File: config.mk
export PLATFORM = sky130hd
export DESIGN_NAME = reset_interrupt_vector_map
export DESIGN_NICKNAME = d
export VERILOG_FILES = /design/src/inc/vector_map_pkg.sv /design/src/core/lowest_pending_pick.sv /design/src/core/reset_interrupt_vector_map.sv
export SDC_FILE = /design/constraint.sdc
export NUM_CORES = 1
export LEC_CHECK = 0
export BUFFER_PORTS_ARGS = -buffer_cell sky130_fd_sc_hd__clkbuf_2
export CELL_PAD_IN_SITES_DETAIL_PLACEMENT = 2
export CELL_PAD_IN_SITES_GLOBAL_PLACEMENT = 2
export CORE_ASPECT_RATIO = 0.6
export CORE_MARGIN = 4
export CORE_UTILIZATION = 24
export DETAILED_ROUTE_END_ITERATION = 10
export PLACE_DENSITY = 0.83
export SKIP_LAST_GASP = 1
export SLEW_MARGIN = 5
export SYNTH_ARGS = -nofsm -noshare
export SYNTH_HDL_FRONTEND = slang
export SYNTH_SLANG_ARGS = --single-unit
export TNS_END_PERCENT = 30
File: constraint.sdc
create_clock -name REF_CLK_I -period 2 [get_ports REF_CLK_I]
set_clock_uncertainty 0.05 [all_clocks]
set_input_delay 0 -clock REF_CLK_I [delete_from_list [all_inputs] [get_ports REF_CLK_I]]
set_output_delay 0 -clock REF_CLK_I [all_outputs]
set_load 0.02 [all_outputs]
File: src/inc/vector_map_pkg.sv
package vector_map_pkg;
   localparam int ADDR_W            = 12;
   localparam int NUM_SOURCES       = 25;
   localparam int SRC_IDX_W         = 5;
   localparam logic [11:0] RESET_VECTOR_ADDR = 12'h000;
   localparam logic [11:0] IRQ_TABLE_BASE    = 12'h001;
   localparam logic [11:0] BOOT_RESET_ADDR_DEF = 12'hC00;
   localparam logic        FUSE_PROGRAMMED   = 1'h0;
   // source index n (bit n of the request vector) sits at IRQ_TABLE_BASE + n
   localparam int SRC_EXT_REQ0      = 0;
   localparam int SRC_WATCHDOG      = 5;
   localparam int SRC_TIMER2_COMPA  = 6;
   localparam int SRC_TIMER1_CAPT   = 9;
   localparam int SRC_TIMER0_COMPA  = 13;
   localparam int SRC_SERIAL_XFER   = 16;
   localparam int SRC_CONV_DONE     = 20;
   localparam int SRC_DATA_NVM_RDY  = 21;
   localparam int SRC_PROG_STORE_RDY = 24;
endpackage : vector_map_pkg

File: src/core/lowest_pending_pick.sv
module lowest_pending_pick
   import vector_map_pkg::*;
#(
   parameter int N   = NUM_SOURCES,
   parameter int IDX = SRC_IDX_W
) (
   input  wire logic [N-1:0]   req_i,
   output logic                any_o,
   output logic [IDX-1:0]      idx_o
);
   logic [IDX-1:0] pick [N:0];
   assign pick[N] = '0;
   genvar g;
   generate
      // walk from the top so the lowest set bit wins
      for (g = N - 1; g >= 0; g--) begin : g_pick
         assign pick[g] = req_i[g] ? IDX'(g) : pick[g+1];
      end
   endgenerate
   assign any_o = |req_i;
   assign idx_o = pick[0];
endmodule : lowest_pending_pick

File: src/core/reset_interrupt_vector_map.sv
// What this block does
// reset vector is number 1, taken after any reset, word 0x000 with fuse unprogrammed
// programmed boot-reset fuse moves the reset address to the boot reset address
// fuse value 1 means unprogrammed, 0 means programmed
// relocate bit set adds boot section start to every interrupt vector address
// vectors start at 0x001, or boot reset address plus 0x001, for either fuse
// one word per vector: ext0, ext1, pin-change 0..2, watchdog at 0x001..0x006
// timer vectors 0x007..0x010: timer2, then timer1, then timer0
// 0x011..0x015: serial xfer, rx, tx empty, tx complete, conversion done
// 0x016..0x019: data nvm ready, comparator, two-wire, program store ready
// vector fetched only when its interrupt is taken
// unused vector locations in the other section may hold ordinary code
// lowest vector number pending is serviced first
module reset_interrupt_vector_map
   import vector_map_pkg::*;
#(
   parameter logic [ADDR_W-1:0] BOOT_RESET_ADDR = BOOT_RESET_ADDR_DEF
) (
   // clock, reset, enable
   input  wire logic                   REF_CLK_I,
   input  wire logic                   RST_N_I,
   input  wire logic                   CLK_EN_I,
   // configuration
   input  wire logic                   BOOT_RESET_FUSE_I,
   input  wire logic                   VECTOR_RELOCATE_BIT_I,
   // interrupt sources and core global enable
   input  wire logic [NUM_SOURCES-1:0] IRQ_REQ_I,
   input  wire logic                   GLOBAL_IRQ_EN_I,
   // fetch side
   input  wire logic                   VECTOR_ACK_I,
   output logic                        RESET_FETCH_O,
   output logic                        IRQ_TAKE_O,
   output logic [ADDR_W-1:0]           VECTOR_ADDR_O,
   output logic [SRC_IDX_W-1:0]        VECTOR_SRC_O
);
   typedef enum logic [1:0] {S_RESET_VEC, S_IDLE, S_IRQ_VEC} vec_state_t;

   vec_state_t            state;
   vec_state_t            next_state;
   logic                  fuse_q;
   logic [ADDR_W-1:0]     next_addr;
   logic [SRC_IDX_W-1:0]  next_src;

   wire                   any_pending;
   wire [SRC_IDX_W-1:0]   win_idx;

   // strap sampled on each enabled clock while reset is low, held after reset release
   wire fuse_programmed = (fuse_q == FUSE_PROGRAMMED);
   wire [ADDR_W-1:0] reset_addr =
      fuse_programmed ? BOOT_RESET_ADDR : RESET_VECTOR_ADDR;
   // relocation is independent of the fuse
   wire [ADDR_W-1:0] table_base =
      VECTOR_RELOCATE_BIT_I ? ADDR_W'(BOOT_RESET_ADDR + IRQ_TABLE_BASE)
                            : IRQ_TABLE_BASE;
   // contiguous one-word table; source order is the request bit order
   wire [ADDR_W-1:0] irq_addr = ADDR_W'(table_base + ADDR_W'(win_idx));
   wire take_irq = GLOBAL_IRQ_EN_I && any_pending;

   lowest_pending_pick #(
      .N   (NUM_SOURCES),
      .IDX (SRC_IDX_W)
   ) u_pick (
      .req_i (IRQ_REQ_I),
      .any_o (any_pending),
      .idx_o (win_idx)
   );

   always_comb begin
      next_state = state;
      next_addr  = VECTOR_ADDR_O;
      next_src   = VECTOR_SRC_O;
      unique case (state)
         S_RESET_VEC: begin
            next_addr = reset_addr;
            if (VECTOR_ACK_I) begin
               next_state = S_IDLE;
            end
         end
         S_IDLE: begin
            // no fetch request otherwise, so table words stay free for code
            if (take_irq) begin
               next_state = S_IRQ_VEC;
               next_addr  = irq_addr;
               next_src   = win_idx;
            end
         end
         S_IRQ_VEC: begin
            if (VECTOR_ACK_I) begin
               next_state = S_IDLE;
            end
         end
         default: next_state = S_RESET_VEC;
      endcase
   end

   always_ff @(posedge REF_CLK_I) begin
      if (!RST_N_I) begin
         state         <= S_RESET_VEC;
         VECTOR_ADDR_O <= RESET_VECTOR_ADDR;
         VECTOR_SRC_O  <= '0;
      end else if (CLK_EN_I) begin
         state         <= next_state;
         VECTOR_ADDR_O <= next_addr;
         VECTOR_SRC_O  <= next_src;
      end
   end

   // fuse sampled during reset so the first vector after release is right
   always_ff @(posedge REF_CLK_I) begin
      if (CLK_EN_I && !RST_N_I) begin
         fuse_q <= BOOT_RESET_FUSE_I;
      end
   end

   assign RESET_FETCH_O = (state == S_RESET_VEC);
   assign IRQ_TAKE_O    = (state == S_IRQ_VEC);
endmodule : reset_interrupt_vector_map

==> impl_metrics.prom, run 1 <==
# TYPE chip_impl_metric gauge
chip_impl_metric{name="start_util",unit="%"} 25.12
chip_impl_metric{name="area_of_the_mapped_netlist",unit="um^2"} 1041
chip_impl_metric{name="via_per_inst",unit=""} 4.909
chip_impl_metric{name="final_antenna_net_count",unit=""} 0
chip_impl_metric{name="die_h",unit="um"} 59.02
chip_impl_metric{name="number_of_nets_in_the_final_layout",unit=""} 227
chip_impl_metric{name="post-route-util",unit="%"} 36.26
chip_impl_metric{name="place.detailed.instances",unit=""} 247
chip_impl_info{name="endpoint_kind",value="flop"} 1
chip_impl_info{name="crit_path_frequent_cell",value="sky130_fd_sc_hd__nand3_1"} 1
chip_impl_metric{name="switching_power_as_a_share_of_total_power",unit="%"} 29.96
chip_impl_metric{name="drt-pass1-iter-count",unit=""} 4
chip_impl_info{name="hold_path_startpoint",value="CLK_EN_I"} 1
chip_impl_metric{name="syn_inst",unit=""} 131
chip_impl_metric{name="synth.top_cell.area_share",unit="%"} 26.92
chip_impl_metric{name="final_instance_count_excl_fillers",unit=""} 253
chip_impl_metric{name="largest_driver_fanout_on_the_critical_path",unit=""} 6
chip_impl_info{name="r2r-start",value="state[1]"} 1
chip_impl_metric{name="avgRoutedWirePerCell",unit="um"} 16.48
chip_impl_metric{name="combPwrFrac",unit="%"} 23.8
chip_impl_metric{name="total_clock_buffers_created_by_cts",unit=""} 3
chip_impl_metric{name="grt_max_degree",unit=""} 19
chip_impl_metric{name="detailedRoute.firstIterationViolations",unit=""} 24
chip_impl_metric{name="core_rows",unit=""} 18
chip_impl_info{name="r2r_end",value="VECTOR_ADDR_O[3]"} 1
chip_impl_metric{name="yosys_cell_types",unit=""} 45
chip_impl_info{name="setup.worst_path.start_class",value="flop"} 1
chip_impl_metric{name="flow.area_growth_from_synthesis",unit="%"} 44.35
chip_impl_metric{name="htreeDepth",unit=""} 1
chip_impl_metric{name="worst_slew_margin_rel",unit="%"} 53.64
chip_impl_metric{name="p_int",unit="mW"} 0.5217
chip_impl_metric{name="hold_depth",unit=""} 3
chip_impl_metric{name="floorplan.core_area",unit="um^2"} 4144
chip_impl_info{name="critPathTopFamily",value="simple AND/OR/NAND/NOR gates"} 1
chip_impl_metric{name="tritoncts_num_sinks",unit=""} 15
chip_impl_metric{name="net-switching-power",unit="mW"} 0.2231
chip_impl_metric{name="total_global_route_track_usage",unit="%"} 16.38
chip_impl_info{name="setup.worst_path.class",value="reg -> reg"} 1
chip_impl_info{name="synth_area_leaders",value="sky130_fd_sc_hd__dfxtp_1 27%, sky130_fd_sc_hd__nor2b_1 4.8%, sky130_fd_sc_hd__nor2_1 4.3%, sky130_fd_sc_hd__nand2_1 4.0%, sky130_fd_sc_hd__a21boi_1 3.6%"} 1
chip_impl_metric{name="leakagePower",unit="nW"} 0.6260
chip_impl_metric{name="final_min_period_over_clock_period",unit="%"} 89.45
chip_impl_metric{name="regToRegSetupSlack",unit="ns"} 0.21
chip_impl_metric{name="mean_syn_cell_area",unit="um^2"} 7.947
chip_impl_info{name="hold_path.class",value="in -> reg"} 1
chip_impl_metric{name="first_global_vias",unit=""} 1366
chip_impl_metric{name="finalHoldViolations",unit=""} 0
chip_impl_info{name="clock_tree_from_tritoncts",value="built"} 1
chip_impl_info{name="rsz_0062_raised_after_global_routing",value="false"} 1
chip_impl_metric{name="min_cycle_time_layout",unit="ns"} 1.789
chip_impl_metric{name="worst-endpoint-required",unit="ns"} 2.15
chip_impl_metric{name="max-cap-violations",unit=""} 0
chip_impl_metric{name="postSynth.asyncResetShare",unit="%"} 0
chip_impl_metric{name="routabilityCongestion",unit=""} 0.7328
chip_impl_metric{name="dieArea",unit="um^2"} 5490
chip_impl_metric{name="fmax",unit="MHz"} 559.0
chip_impl_info{name="crit_path_cell_trace",value="nor2b_2 -> nand3_1 -> o21ba_1 -> nand3_1 -> or4_1 -> nand3_1"} 1
chip_impl_info{name="synth_flop_cell",value="sky130_fd_sc_hd__dfxtp_1"} 1
chip_impl_metric{name="seq_area_frac_synth",unit="%"} 29.81
chip_impl_metric{name="detail_route.drc_violations",unit=""} 0
chip_impl_metric{name="hpwlAfterDp",unit="um"} 3532
chip_impl_metric{name="r2r.worst_path.cells",unit=""} 6
chip_impl_info{name="hold-path-endpoint",value="state[0]"} 1
chip_impl_metric{name="antenna_violations_before_repair",unit=""} 0
chip_impl_info{name="crit_path_top_delay_cell",value="sky130_fd_sc_hd__or4_1"} 1
chip_impl_metric{name="final_design_area_no_fill",unit="um^2"} 1503
chip_impl_metric{name="cpPeakStageDelay",unit="ns"} 0.42
chip_impl_metric{name="tightestPinTransition",unit="ns"} 0.6891
chip_impl_metric{name="place.port_buffers",unit=""} 46
chip_impl_metric{name="cp.arrival",unit="ns"} 1.93
chip_impl_metric{name="yosys_reg_bits",unit=""} 15
chip_impl_metric{name="cts.reportedPaths.clkPinSlew",unit="ns"} 0.06
chip_impl_metric{name="power_frac_seq",unit="%"} 42.0
chip_impl_metric{name="postCtsSetupRepairBufs",unit=""} 0
chip_impl_metric{name="grt_first_pass_wirelength",unit="um"} 6955
chip_impl_info{name="cts_root_buffer",value="sky130_fd_sc_hd__clkbuf_8"} 1
chip_impl_metric{name="die_w",unit="um"} 93.03
chip_impl_info{name="outcome",value="finished, final reports clean"} 1
chip_impl_metric{name="number_of_cells_on_the_critical_path",unit=""} 6
chip_impl_info{name="yosysTopAreaCell",value="sky130_fd_sc_hd__dfxtp_1"} 1
chip_impl_metric{name="cts.path.max_buffers",unit=""} 2
chip_impl_metric{name="setup_violations",unit=""} 0
chip_impl_metric{name="antenna-diode-count",unit=""} 0
chip_impl_metric{name="final_max_slew_viol_count",unit=""} 0
chip_impl_metric{name="routed_wirelength",unit="um"} 4170
chip_impl_metric{name="globalRouteOverflowTotal",unit=""} 0
chip_impl_metric{name="insertion_delay",unit="ns"} 0.25
chip_impl_metric{name="drive_above_1_share",unit="%"} 37.82
chip_impl_metric{name="holdWs",unit="ns"} 0.006655
chip_impl_metric{name="maximum_vdd_ir_drop",unit="mV"} 0.2460
chip_impl_metric{name="crit_buf_inv",unit=""} 0
chip_impl_metric{name="synth_edf_count",unit=""} 1
chip_impl_metric{name="power_per_cell_area",unit="nW/um^2"} 495.7
chip_impl_metric{name="dr_total_vias",unit=""} 1242
chip_impl_metric{name="setup-tns-final",unit="ns"} 0
chip_impl_metric{name="number_of_warnings_reported_in_the_yosys_synthesis_log",unit=""} 0
chip_impl_metric{name="share_clk_of_total_power",unit="%"} 34.1
chip_impl_metric{name="detailed_place.area",unit="um^2"} 1428
chip_impl_metric{name="ioPinCount",unit=""} 51
synthesized netlist by cell type (4+ instances only):
cell type and number:
sky130_fd_sc_hd__nor2b_1 8, sky130_fd_sc_hd__nor4_1 6, sky130_fd_sc_hd__a21boi_1 5, sky130_fd_sc_hd__nor2_1 12
sky130_fd_sc_hd__nand2_1 11, sky130_fd_sc_hd__dfxtp_1 14, sky130_fd_sc_hd__o21ai_1 4, sky130_fd_sc_hd__a21oi_1 7
sky130_fd_sc_hd__buf_4 5, sky130_fd_sc_hd__nor3_1 5, sky130_fd_sc_hd__inv_1 5, sky130_fd_sc_hd__nand3_1 7
worst max path at each step:
| stage | from | to | slack (ns) |
|---|---|---|---|
| floorplan | IRQ_REQ_I[21] | VECTOR_ADDR_O[4] | 0.16 |
| global placement | IRQ_REQ_I[21] | VECTOR_ADDR_O[4] | -0.05 |
| detailed placement | IRQ_REQ_I[21] | VECTOR_ADDR_O[4] | -0.15 |
| CTS | IRQ_REQ_I[21] | VECTOR_ADDR_O[4] | 0.06 |
| global route | IRQ_REQ_I[21] | VECTOR_ADDR_O[4] | 0.04 |
| finish | state[1] | VECTOR_ADDR_O[3] | 0.21 |
placed cells by master, fill, tap and decap left out, types with 2 or more instances in the layout:
cell type	synthesis	final
sky130_fd_sc_hd__a21boi_1	5	5
sky130_fd_sc_hd__a21oi_1	7	7
sky130_fd_sc_hd__and2_1	2	2
sky130_fd_sc_hd__buf_4	5	13
sky130_fd_sc_hd__clkbuf_2	0	46
sky130_fd_sc_hd__clkbuf_8	0	3
sky130_fd_sc_hd__conb_1	1	4
sky130_fd_sc_hd__dfxtp_1	14	14
sky130_fd_sc_hd__dlygate4sd3_1	0	2
sky130_fd_sc_hd__inv_1	5	5
sky130_fd_sc_hd__nand2_1	11	11
sky130_fd_sc_hd__nand3_1	7	7
sky130_fd_sc_hd__nor2_1	12	12
sky130_fd_sc_hd__nor2b_1	8	7
sky130_fd_sc_hd__nor3_1	5	5
sky130_fd_sc_hd__nor4_1	6	6
sky130_fd_sc_hd__nor4_2	2	2
sky130_fd_sc_hd__o21ai_0	3	3
sky130_fd_sc_hd__o21ai_1	4	4
sky130_fd_sc_hd__o311ai_1	1	2
sky130_fd_sc_hd__o41ai_1	2	2
sky130_fd_sc_hd__or3_1	2	2
sky130_fd_sc_hd__or4_1	3	3
metrics by stage:
stage | setup WS [ns] | power [mW]
2_1_floorplan | 0.1641 | 0.3997
3_3_place_gp | -0.05494 | 0.4814
3_5_place_dp | -0.1516 | 0.4932
4_1_cts | 0.05858 | 0.7543
5_1_grt | 0.04251 | 0.7951
6_report | 0.2110 | 0.7448
power by group through the flow:
stage	combinational (mW)	clock [mW]	sequential, mW
detailed placement	0.173	0	0.320
CTS	0.177	0.264	0.313
global placement	0.162	0	0.319
global route	0.195	0.287	0.314
floorplan	0.0779	0	0.322
finish	0.178	0.254	0.313
cell families after synthesis:
kind of cell	count (synthesis)	synth area share, %
AND/OR/NAND/NOR	63	33.41
AO/OA/AOI/OAI	37	27.05
flip-flops	15	29.81
buffers and inverters	12	6.371
adder cells (fa/ha/maj)	1	1.202
other	1	0.3602
XOR/XNOR	1	0.8415
multiplexers	1	0.9616
registers in the layout, summed over array words and instances, names as in the netlist:
register	count
fuse_q	1
state	2
VECTOR_SRC_O	5
VECTOR_ADDR_O	7
repair_timing:
action / CTS / global route
endpoints found under the hold margin: 2 / 0
hold buffers: 2 / 0
gates resized for setup: 0 / 4
endpoints found under the setup margin: 0 / 1
layer usage:
metal	global-route usage [%]	part of all wire (%)	vias to the layer above
li1	-	-	611
met3	4.442	3.6	2
met1	19.58	46	605
met5	0	0	-
met4	2.923	0.26	0
met2	30.19	50	24
worst register-to-register path, cell delays in order (launching register included):
cell,delay [ns]
sky130_fd_sc_hd__dfxtp_1,0.37
sky130_fd_sc_hd__nor2b_2,0.22
sky130_fd_sc_hd__nand3_1,0.12
sky130_fd_sc_hd__o21ba_1,0.35
sky130_fd_sc_hd__nand3_1,0.12
sky130_fd_sc_hd__or4_1,0.42
sky130_fd_sc_hd__nand3_1,0.10
cell type report:
class | instances | area [um^2]
clock buffers | 3 | 41.29
clock inverters | 1 | 5.005
fillers | 514 | 2641
inverters | 5 | 18.77
multi-input cells | 107 | 684.4
flip-flops and latches | 15 | 310.3
well taps | 60 | 75.07
repair buffers | 62 | 367.9
No activity file was read; power rests on OpenSTA's default activity.
==> run 2, diff against run 1 <==
CORE_ASPECT_RATIO = 0.9   (was 0.6)
REMOVE_ABC_BUFFERS = 1   (was not set)
==> run 2 against run 1 <==
Hold slack better by 0.024 ns. Sequential share of layout area grew 0.55 points. Cell area fell by 2.6%. Die area is 0.61% lower. First-iteration DRC count up 13%. Core utilization fell by 0.81 points. Cell count is 5.1% lower. Routed wire length is 7.3% lower. Via count fell by 1.0%. Flip-flop and latch count unchanged. Critical endpoint is now VECTOR_ADDR_O[4]. Highest routed layer unchanged.
==> impl_metrics.prom, run 2 (same netlist as run 1, synthesis figures left out) <==
# TYPE chip_impl_metric gauge
chip_impl_metric{name="cts.reportedPaths.clkPinSlew",unit="ns"} 0.06
chip_impl_metric{name="crit_buf_inv",unit=""} 1
chip_impl_info{name="layout.cells.most_common_list",value="46 x sky130_fd_sc_hd__clkbuf_2, 14 x sky130_fd_sc_hd__dfxtp_1, 13 x sky130_fd_sc_hd__buf_4"} 1
chip_impl_metric{name="wl_met2",unit="um"} 2127
chip_impl_metric{name="floorplan.core_area",unit="um^2"} 4129
chip_impl_info{name="maxUsedRoutingLayer",value="met4"} 1
chip_impl_info{name="crit_path_frequent_cell",value="sky130_fd_sc_hd__nor2b_1"} 1
chip_impl_metric{name="antenna_violations_before_repair",unit=""} 0
chip_impl_metric{name="final_min_period_over_clock_period",unit="%"} 92.04
chip_impl_info{name="mostFrequentLayoutCell",value="sky130_fd_sc_hd__clkbuf_2"} 1
chip_impl_metric{name="detail_route.drc_violations",unit=""} 0
chip_impl_info{name="endpoint_kind",value="flop"} 1
chip_impl_metric{name="dr_wl_met3",unit="um"} 177
chip_impl_metric{name="fmax",unit="MHz"} 543.2
chip_impl_metric{name="insertion_delay",unit="ns"} 0.25
chip_impl_metric{name="detailedRoute.firstIterationViolations",unit=""} 27
chip_impl_metric{name="setup_violations",unit=""} 0
chip_impl_info{name="crit_path_top_delay_cell",value="sky130_fd_sc_hd__a2111oi_2"} 1
chip_impl_metric{name="place.port_buffers",unit=""} 46
chip_impl_metric{name="regToRegSetupSlack",unit="ns"} 0.16
chip_impl_info{name="crit_path_cell_trace",value="nor2b_1 -> nand3_1 -> o21bai_1 -> buf_4 -> a2111oi_2 -> a21oi_1 -> nor2b_1"} 1
chip_impl_info{name="critPathTopFamily",value="compound AO/OA/AOI/OAI gates"} 1
chip_impl_metric{name="drive_above_1_share",unit="%"} 36.46
chip_impl_metric{name="place.detailed.instances",unit=""} 234
chip_impl_info{name="layout_top_registers",value="VECTOR_ADDR_O: 7 flops, VECTOR_SRC_O: 5 flops, state: 2 flops"} 1
chip_impl_metric{name="leakagePower",unit="nW"} 0.6138
chip_impl_metric{name="largest_driver_fanout_on_the_critical_path",unit=""} 10
chip_impl_metric{name="tritoncts_num_sinks",unit=""} 15
chip_impl_metric{name="dr_total_vias",unit=""} 1229
chip_impl_metric{name="grt_max_degree",unit=""} 19
chip_impl_metric{name="final_design_area_no_fill",unit="um^2"} 1464
chip_impl_metric{name="power_per_cell_area",unit="nW/um^2"} 496.7
chip_impl_metric{name="cp.arrival",unit="ns"} 1.98
chip_impl_metric{name="final.setup.worst_slack",unit="ns"} 0.1591
chip_impl_metric{name="dieArea",unit="um^2"} 5457
chip_impl_metric{name="grt_first_pass_wirelength",unit="um"} 6361
chip_impl_metric{name="post-route-util",unit="%"} 35.45
chip_impl_info{name="hold-path-endpoint",value="state[0]"} 1
chip_impl_metric{name="total_global_route_track_usage",unit="%"} 14.51
chip_impl_metric{name="largest_register_ffs",unit=""} 7
chip_impl_metric{name="routabilityCongestion",unit=""} 0.8049
chip_impl_metric{name="number_of_nets_in_the_final_layout",unit=""} 226
chip_impl_metric{name="cts.path.max_buffers",unit=""} 2
chip_impl_metric{name="routed_wirelength",unit="um"} 3864
chip_impl_metric{name="final_antenna_net_count",unit=""} 0
chip_impl_metric{name="r2r.worst_path.cells",unit=""} 7
chip_impl_info{name="hold_path_startpoint",value="CLK_EN_I"} 1
chip_impl_metric{name="die_h",unit="um"} 70.48
chip_impl_metric{name="dpl_worst_slack",unit="ns"} -0.2700
chip_impl_info{name="hold_path.class",value="in -> reg"} 1
chip_impl_metric{name="cpPeakStageDelay",unit="ns"} 0.37
chip_impl_info{name="rsz_0062_raised_after_global_routing",value="false"} 1
chip_impl_metric{name="globalRouteOverflowTotal",unit=""} 0
chip_impl_metric{name="flow.area_growth_from_synthesis",unit="%"} 40.62
chip_impl_info{name="clock_tree_from_tritoncts",value="built"} 1
chip_impl_metric{name="worst-endpoint-required",unit="ns"} 2.14
chip_impl_metric{name="final_instance_count_excl_fillers",unit=""} 240
chip_impl_info{name="setup.worst_path.class",value="reg -> reg"} 1
chip_impl_metric{name="total_clock_buffers_created_by_cts",unit=""} 3
chip_impl_info{name="cts_root_buffer",value="sky130_fd_sc_hd__clkbuf_8"} 1
chip_impl_info{name="max_flop_register",value="VECTOR_ADDR_O"} 1
chip_impl_metric{name="antenna-diode-count",unit=""} 0
chip_impl_info{name="setup.worst_path.start_class",value="flop"} 1
chip_impl_metric{name="ioPinCount",unit=""} 51
chip_impl_metric{name="htreeDepth",unit=""} 1
chip_impl_metric{name="min_cycle_time_layout",unit="ns"} 1.841
chip_impl_metric{name="core_rows",unit=""} 22
chip_impl_metric{name="fill_cells",unit=""} 520
chip_impl_metric{name="hold_depth",unit=""} 3
chip_impl_metric{name="maximum_vdd_ir_drop",unit="mV"} 0.3600
chip_impl_metric{name="via_per_inst",unit=""} 5.121
chip_impl_metric{name="drt-pass1-iter-count",unit=""} 4
chip_impl_metric{name="die_w",unit="um"} 77.42
chip_impl_metric{name="hpwlAfterDp",unit="um"} 3352
chip_impl_metric{name="detailed_place.area",unit="um^2"} 1393
chip_impl_metric{name="finalHoldViolations",unit=""} 0
chip_impl_metric{name="max-cap-violations",unit=""} 0
chip_impl_metric{name="met1Wirelength",unit="um"} 1545
chip_impl_info{name="r2r_end",value="VECTOR_ADDR_O[4]"} 1
chip_impl_info{name="r2r-start",value="state[1]"} 1
chip_impl_metric{name="start_util",unit="%"} 25.21
chip_impl_metric{name="final_max_slew_viol_count",unit=""} 0
chip_impl_metric{name="first_global_vias",unit=""} 1384
chip_impl_metric{name="avgRoutedWirePerCell",unit="um"} 16.10
chip_impl_info{name="outcome",value="finished, final reports clean"} 1
run 2: worst min-delay path, delay by kind of cell:
| family | cells | cell delay, ns |
|---|---|---|
| and+or+nand+nor | 1 | 0.09 |
| buffers and inverters | 1 | 0.12 |
| AOI/OAI and AO/OA | 1 | 0.07 |
run 2: through the flow:
step                TNS [ns]  hold WS (ns)  power [mW]
floorplan                  0       0.04887      0.3890
finish                     0       0.03060      0.7271
detailed placement   -0.3361        0.1324      0.4849
global placement    -0.04248        0.1362      0.4741
CTS                        0       0.02321      0.7409
global route               0       0.04272      0.7752
run 2: worst max-delay path by stage:
stage          depth (start not counted)                to     startpoint  slack [ns]
2_1_floorplan                          9  VECTOR_ADDR_O[4]  IRQ_REQ_I[21]        0.16
3_3_place_gp                          10  VECTOR_ADDR_O[4]  IRQ_REQ_I[21]       -0.04
3_5_place_dp                          10  VECTOR_ADDR_O[4]  IRQ_REQ_I[21]       -0.27
4_1_cts                               10  VECTOR_ADDR_O[4]  IRQ_REQ_I[21]        0.04
5_1_grt                                7  VECTOR_ADDR_O[4]       state[1]       0.008
6_report                               7  VECTOR_ADDR_O[4]       state[1]        0.16
run 2: final cells by class:
class | count | area [um^2] | share of cell area, %
multi-input cells | 107 | 681.9 | 46.58
repair buffers | 61 | 347.8 | 23.76
flip-flops and latches | 15 | 310.3 | 21.20
well taps | 48 | 60.06 | 4.103
clock buffers | 4 | 45.04 | 3.077
inverters | 5 | 18.77 | 1.282
run 2: timing repair:
item	in CTS	in global routing
endpoints found under the hold margin	2	0
hold buffers	2	0
setup buffers	0	0
endpoints found under the setup margin	1	1
resized for setup	1	2
run 2: metal layers:
layer	global-route usage, %	vias to the layer above
li1	-	601
met1	14.96	596
met2	29.63	30
met3	4.124	2
met4	0.9881	0
met5	0	-
run 2: report_power, final:
group	internal, mW	switching (mW)	total, mW
logic	0.0699	0.0986	0.168
registers	0.308	0.00466	0.313
clock network	0.141	0.105	0.246
